[src/cdx_params.svh]
/*
 Constants for the call / clear / decrement execute block.
 Assumes a 14-bit instruction word and an 8-bit data path.
*/
// Notes on behaviour
// RULE_01: A call first pushes program counter plus one onto the stack top.
// RULE_02: A call loads its 11-bit immediate into counter bits 10 to 0.
// RULE_03: A call fills counter bits 12:11 from branch high latch bits 4:3.
// RULE_04: A call takes two cycles and one word and leaves all flags alone.
// RULE_05: Accumulator clear zeroes the accumulator and sets the zero flag.
// RULE_06: Watchdog restart clears count and prescaler and sets both _n flags.
// RULE_07: A file decrement goes to the accumulator if d is 0, else the file.
// RULE_08: A file decrement has d and a 7-bit address, one cycle, sets zero.
// RULE_09: Decrement zero flag shows an all-zero result; zero wraps to ones.
`ifndef CDX_PARAMS_SVH
`define CDX_PARAMS_SVH
`define CDX_CALL_TOP 3'h4
`define CDX_CLEAR_OP 14'h0103
`define CDX_WDT_OP 14'h0064
`define CDX_DEC_TOP 6'h03
`define CDX_PC_RESET 13'h0000
`define CDX_LATCH_HI 4
`define CDX_LATCH_LO 3
`define CDX_DEST_BIT 7
`endif

[src/cdx_pkg.sv]
/*
 Types for the call / clear / decrement execute block.
 Assumes nothing beyond the parameter header.
*/
package cdx_pkg;
    typedef enum logic [2:0] {
        OP_NONE,
        OP_CALL,
        OP_CLEAR,
        OP_WDT,
        OP_DEC
    } op_kind_t;
    typedef struct packed {
        op_kind_t kind;
        logic dest_file;
        logic [6:0] file_addr;
        logic [10:0] target;
    } decoded_t;
    typedef struct packed {
        logic we;
        logic [6:0] addr;
        logic [7:0] data;
    } file_write_t;
endpackage

[src/cdx_decode.sv]
/*
 Combinational opcode decoder for the four instructions.
 Assumes a stable instruction word on the core clock.
*/
`timescale 1ns/1ps
`include "cdx_params.svh"
module cdx_decode
    import cdx_pkg::*;
(
    input wire logic [13:0] instr_in,
    output decoded_t dec_out
);
    always_comb begin
        dec_out.kind = OP_NONE;
        dec_out.dest_file = instr_in[`CDX_DEST_BIT];
        dec_out.file_addr = instr_in[6:0];
        dec_out.target = instr_in[10:0];
        if (instr_in[13:11] == `CDX_CALL_TOP) begin
            dec_out.kind = OP_CALL;
        end else if (instr_in == `CDX_CLEAR_OP) begin
            dec_out.kind = OP_CLEAR; // [RULE_05]
        end else if (instr_in == `CDX_WDT_OP) begin
            dec_out.kind = OP_WDT; // [RULE_06]
        end else if (instr_in[13:8] == `CDX_DEC_TOP) begin
            dec_out.kind = OP_DEC; // [RULE_08]
        end
    end
endmodule

[src/cdx_exec.sv]
/*
 Execute stage for call, accumulator clear, watchdog restart and
 file decrement. Assumes fetch holds instr_in steady while busy_out
 is high, and the register file answers file_rd_data_in in the same
 cycle as file_addr_out.
*/
`timescale 1ns/1ps
`include "cdx_params.svh"
module cdx_exec
    import cdx_pkg::*;
#(
    parameter int PC_W = 13
) (
    input wire logic sys_clk_in,
    input wire logic nrst_in,
    input wire logic ce_in,
    input wire logic instr_valid_in,
    input wire logic [13:0] instr_in,
    input wire logic [7:0] branch_high_latch_in,
    input wire logic [7:0] file_rd_data_in,
    output logic [6:0] file_addr_out,
    output file_write_t file_wr_out,
    output logic [7:0] accumulator_out,
    output logic zero_flag_out,
    output logic watchdog_expiry_flag_n_out,
    output logic sleep_entered_flag_n_out,
    output logic watchdog_clear_out,
    output logic push_out,
    output logic [12:0] stack_top_out,
    output logic [12:0] program_counter_out,
    output logic busy_out
);
    if (PC_W != 13) begin : g_pc_w_check
        $error("cdx_exec supports a 13-bit program counter only");
    end

    decoded_t dec;
    logic busy;
    logic go;
    logic [7:0] dec_result;

    cdx_decode u_dec (
        .instr_in(instr_in),
        .dec_out(dec)
    );

    // Second call cycle refuses new work, like a fetch flush
    assign go = ce_in && instr_valid_in && !busy;
    assign busy_out = busy;
    assign file_addr_out = dec.file_addr;
    assign dec_result = file_rd_data_in - 8'h01; // [RULE_09]

    always_ff @(posedge sys_clk_in or negedge nrst_in) begin
        if (!nrst_in) begin
            busy <= 1'b0;
        end else if (ce_in) begin
            busy <= go && dec.kind == OP_CALL; // [RULE_04]
        end
    end

    always_ff @(posedge sys_clk_in or negedge nrst_in) begin
        if (!nrst_in) begin
            program_counter_out <= `CDX_PC_RESET;
            stack_top_out <= `CDX_PC_RESET;
            push_out <= 1'b0;
        end else if (ce_in) begin
            push_out <= 1'b0;
            if (go) begin
                if (dec.kind == OP_CALL) begin
                    stack_top_out <=
                        program_counter_out + 13'h0001; // [RULE_01]
                    push_out <= 1'b1; // [RULE_01]
                    program_counter_out <= {
                        branch_high_latch_in[`CDX_LATCH_HI:`CDX_LATCH_LO],
                        dec.target}; // [RULE_02] [RULE_03]
                end else begin
                    program_counter_out <= program_counter_out + 13'h0001;
                end
            end
        end
    end

    always_ff @(posedge sys_clk_in or negedge nrst_in) begin
        if (!nrst_in) begin
            accumulator_out <= 8'h00;
            zero_flag_out <= 1'b0;
            file_wr_out <= '0;
        end else if (ce_in) begin
            file_wr_out.we <= 1'b0;
            if (go && dec.kind == OP_CLEAR) begin
                accumulator_out <= 8'h00; // [RULE_05]
                zero_flag_out <= 1'b1; // [RULE_05]
            end else if (go && dec.kind == OP_DEC) begin
                zero_flag_out <= dec_result == 8'h00; // [RULE_08] [RULE_09]
                if (dec.dest_file) begin
                    file_wr_out.we <= 1'b1; // [RULE_07]
                    file_wr_out.addr <= dec.file_addr;
                    file_wr_out.data <= dec_result;
                end else begin
                    accumulator_out <= dec_result; // [RULE_07]
                end
            end
        end
    end

    always_ff @(posedge sys_clk_in or negedge nrst_in) begin
        if (!nrst_in) begin
            watchdog_expiry_flag_n_out <= 1'b1;
            sleep_entered_flag_n_out <= 1'b1;
            watchdog_clear_out <= 1'b0;
        end else if (ce_in) begin
            watchdog_clear_out <= go && dec.kind == OP_WDT; // [RULE_06]
            if (go && dec.kind == OP_WDT) begin
                watchdog_expiry_flag_n_out <= 1'b1; // [RULE_06]
                sleep_entered_flag_n_out <= 1'b1; // [RULE_06]
            end
        end
    end
endmodule

[config.mk]
export PLATFORM = sky130hd
export DESIGN_NAME = cdx_exec
export DESIGN_NICKNAME = d
export VERILOG_FILES = /design/src/cdx_pkg.sv /design/src/cdx_decode.sv /design/src/cdx_exec.sv
export VERILOG_INCLUDE_DIRS = /design/src
export SDC_FILE = /design/constraint.sdc
export NUM_CORES = 1
export LEC_CHECK = 0
export BUFFER_PORTS_ARGS = -buffer_cell sky130_fd_sc_hd__buf_2
export CORE_ASPECT_RATIO = 1.5
export CORE_MARGIN = 5
export CORE_UTILIZATION = 35
export DETAILED_ROUTE_END_ITERATION = 8
export PLACE_DENSITY = 0.66
export SLEW_MARGIN = 25
export SYNTH_ARGS = -nofsm -noshare
export SYNTH_HDL_FRONTEND = slang
export SYNTH_HIERARCHICAL = 1
export SYNTH_SLANG_ARGS = --single-unit
[constraint.sdc]
create_clock -name sys_clk_in -period 2.6 [get_ports sys_clk_in]
set_input_delay 0.26 -clock sys_clk_in [delete_from_list [all_inputs] [get_ports sys_clk_in]]
set_output_delay 0.26 -clock sys_clk_in [all_outputs]
set_load 0.005 [all_outputs]
==> run metrics <==
wire length of the first global-routing pass around 12000 um; count of buffers inserted at the top-level ports 88; maximum vdd ir drop ~0.32 mV; final wirelength 7120 um; Leakage 0.00167 uW; Hold Fails Final Rpt 0; synthesis-to-layout area growth 22.4%; worst-case clock skew roughly 0.0057 ns; fin. max-slew vios 0; clock tree from TritonCTS built; Warnings, synthesis 6; power density relative to cell area ~700 mW/mm2; combined area of the multi-input logic cells 0.00125 mm2; number of max-capacitance violations reported 0; transition time at the pin with the least slew margin roughly 0.62 ns; final cell area excluding filler cells approximately 0.0034 mm2; reg-to-reg endpoint stack_top_out[12]; Pre-antenna DRT Iters 6; minimum period implied by the final worst setup slack between 1.5 and 2 ns; Worst Setup Start Kind input pin; fill cell total of the finished layout 838; number of enable-type register cells in the synthesized netlist 0; count of pins on the block boundary 97; number of antenna-violating nets in the routed design 0; routed via count divided by cell count around 5.1; tightest slew margin relative to the limit 0.584; vias in the first global route 2386; worst hold-check path type in -> reg; sequential area share after synthesis 0.473; total placed instance area approximately 0.0033 mm2; Net Sw Frac 0.316; x dimension of the die between 80 and 90 um; register clock-pin slew on the reported worst setup and hold paths around 0.07 ns; post-route DRC violation count 0; part of the total power dissipated in the clock network 0.285; net count reported at finish 399; Cell Int Power approximately 1700 uW; DRC marker count from the first detailed-route iteration about 160; number of core rows 40; Worst-Skew Late Latency 0.29 ns; Period Utilization, post-route 0.763; Post-CTS Setup Inserts 0; hold path endpoint program_counter_out[12]; final-layout setup total negative slack 0 ns; Req. time, crit path between 2 and 3 ns; fraction of layout instances using a drive strength above 1 0.347; maximum fanout count along the critical path 6; most frequently used flop master after synthesis sky130_fd_sc_hd__dfrtp_1; Final Wtd Congestion ~0.8; power share of the combinational group 0.249; HPWL reported at the end of detailed placement 5630 um; starting utilization of the core area 0.355; number of setup violations in the final report 0; clock sink count 53; register area between 0.001 and 0.0015 mm2; Reg2Reg Depth 5; Synth cell types 46; Root Buffer sky130_fd_sc_hd__clkbuf_16; Overall Global Routing Usage 0.146; endpoint type of the worst setup path flip-flop; Reg power frac 0.465; via count of the routed design around 2.4k; Clock Tree Buf Depth 2; height of the chip 120 um; setup slack of the worst register-to-register path ~0.75 ns; Hold Path Cell Cnt 3; antenna violations before repair 0; drt wl/cell roughly 15 um; core region area roughly 0.008 mm2; Peak Freq between 500 and 600 MHz; synthesized cell area 0.00280 mm2; maximum number of pins on one net before global-route repair 28; Seq cells post-synth 53; arrival time at the worst endpoint 2.18 ns; instance count of the mapped netlist 288; reg-to-reg startpoint program_counter_out[0]; launch point of the worst hold path branch_high_latch_in[4]; critical path class in -> reg; RSZ-0062 raised after global routing no; Avg Inst Size Synth roughly 9.7 um2; number of H-tree levels 2; net switching power of the design 781 uW; result of the run finished, final reports clean; number of inserted diodes 0; Inserted Clock Buffers 5; fraction of synthesis flops using an asynchronous set or reset pin 1.00; floorplan die area approximately 0.01 mm2; total gr overflow 0; number of gates resized after CTS 0
[Yosys cell counts, types with 5 or more instances]
master,n,share of area
sky130_fd_sc_hd__nor2_1,15,0.020
sky130_fd_sc_hd__o21ai_0,29,0.052
sky130_fd_sc_hd__nand2_1,43,0.058
sky130_fd_sc_hd__xor2_1,8,0.025
sky130_fd_sc_hd__dfrtp_1,53,0.47
sky130_fd_sc_hd__xnor2_1,8,0.025
sky130_fd_sc_hd__nor3_1,5,0.0089
sky130_fd_sc_hd__a21oi_1,11,0.020
sky130_fd_sc_hd__inv_1,7,0.0094
sky130_fd_sc_hd__buf_4,22,0.059
sky130_fd_sc_hd__nand3_1,10,0.018
sky130_fd_sc_hd__nor3b_1,5,0.013
sky130_fd_sc_hd__mux2_2,8,0.032
sky130_fd_sc_hd__clkbuf_1,7,0.0094
[state kept, by name, indices dropped and copies added, names as in the netlist]
register / flops
watchdog_clear_out: 1
file_wr_out: 16
accumulator_out: 8
busy_out: 1
program_counter_out: 13
stack_top_out: 13
zero_flag_out: 1
[critical path, stage by stage]
cell	delay [ns]
sky130_fd_sc_hd__buf_2	0.13
sky130_fd_sc_hd__nor4_2	0.31
sky130_fd_sc_hd__nand3b_1	0.12
sky130_fd_sc_hd__o21ai_1	0.28
sky130_fd_sc_hd__or3b_1	0.44
sky130_fd_sc_hd__nor2_1	0.39
sky130_fd_sc_hd__a22oi_1	0.15
sky130_fd_sc_hd__o311ai_2	0.11
[final cells by class]
class / instances / area share
clock buffers: 7 / 0.0445
inverters: 7 / 0.00766
clock inverters: 1 / 0.00146
repair buffers: 97 / 0.156
flip-flops and latches: 53 / 0.387
well taps: 105 / 0.0383
multi-input cells: 198 / 0.365
[how the worst max path moves through the flow]
stage,start,endpoint,cells past startpoint
after global routing,instr_in[4],program_counter_out[11],8
after floorplan,instr_in[4],file_wr_out[10],7
after CTS,instr_in[4],program_counter_out[11],8
after global placement,instr_in[4],program_counter_out[11],8
after detailed placement,instr_in[4],program_counter_out[11],8
final,instr_in[4],program_counter_out[11],8
[placed cells by master (no fill, tap or decap), types with 3 or more instances in the layout]
cell                        Yosys  layout
sky130_fd_sc_hd__o21ai_0       29      29
sky130_fd_sc_hd__mux2_2         8       8
sky130_fd_sc_hd__buf_4         22       6
sky130_fd_sc_hd__nand3_1       10      10
sky130_fd_sc_hd__a2bb2oi_1      4       4
sky130_fd_sc_hd__o22ai_1        4       4
sky130_fd_sc_hd__a21oi_1       11      11
sky130_fd_sc_hd__dfrtp_1       53      53
sky130_fd_sc_hd__xnor2_1        8       8
sky130_fd_sc_hd__inv_1          7       7
sky130_fd_sc_hd__nor2_1        15      15
sky130_fd_sc_hd__buf_2          2      88
sky130_fd_sc_hd__nor3_1         5       5
sky130_fd_sc_hd__nor3b_1        5       5
sky130_fd_sc_hd__nand2_1       43      43
sky130_fd_sc_hd__xor2_1         8       8
sky130_fd_sc_hd__ha_1           3       3
sky130_fd_sc_hd__clkbuf_16      0       5
sky130_fd_sc_hd__a31oi_1        4       4
[cell families (layout without fill, tap and decap cells)]
group | Yosys count | in the layout | share of synthesized area
simple gates | 99 | 99 | 0.190
compound gates | 70 | 70 | 0.159
flops | 53 | 53 | 0.473
buf+inv | 38 | 112 | 0.0812
xor+xnor | 16 | 16 | 0.0500
mux | 8 | 8 | 0.0321
fa+ha+maj | 3 | 3 | 0.0134
other cells | 1 | 2 | 0.00134
[metal layers]
layer | GRT usage | vias to the layer above | wire length [um]
met5 | 0 | - | 0
met4 | 0.0521 | 0 | 148
met3 | 0.0495 | 13 | 583
met2 | 0.251 | 98 | 3520
met1 | 0.170 | 1110 | 2860
li1 | - | 1143 | -
[power groups by stage]
stage | Combinational [uW] | Clock, uW | Sequential [uW]
global route | 697 | 743 | 1180
finish | 616 | 705 | 1150
CTS | 632 | 716 | 1150
global placement | 617 | 0 | 1150
floorplan | 334 | 0 | 1160
detailed placement | 628 | 0 | 1170
[per-stage QoR]
stage	utilization	instances	hold WS [ns]	setup slack, ns	power [uW]
floorplan	-	289	-0.0356	0.635	1490
global placement	0.413	459	0.305	0.338	1770
detailed placement	0.413	459	0.311	0.312	1790
CTS	0.434	468	0.228	0.612	2500
global route	0.434	468	0.227	0.505	2620
finish	0.434	468	0.224	0.617	2470
[what timing repair did]
action | CTS | global route
endpoints found under the setup margin | 0 | 0
hold buffers | 1 | 0
endpoints found under the hold margin | 14 | 0
Power figures use the tool's default switching activity.
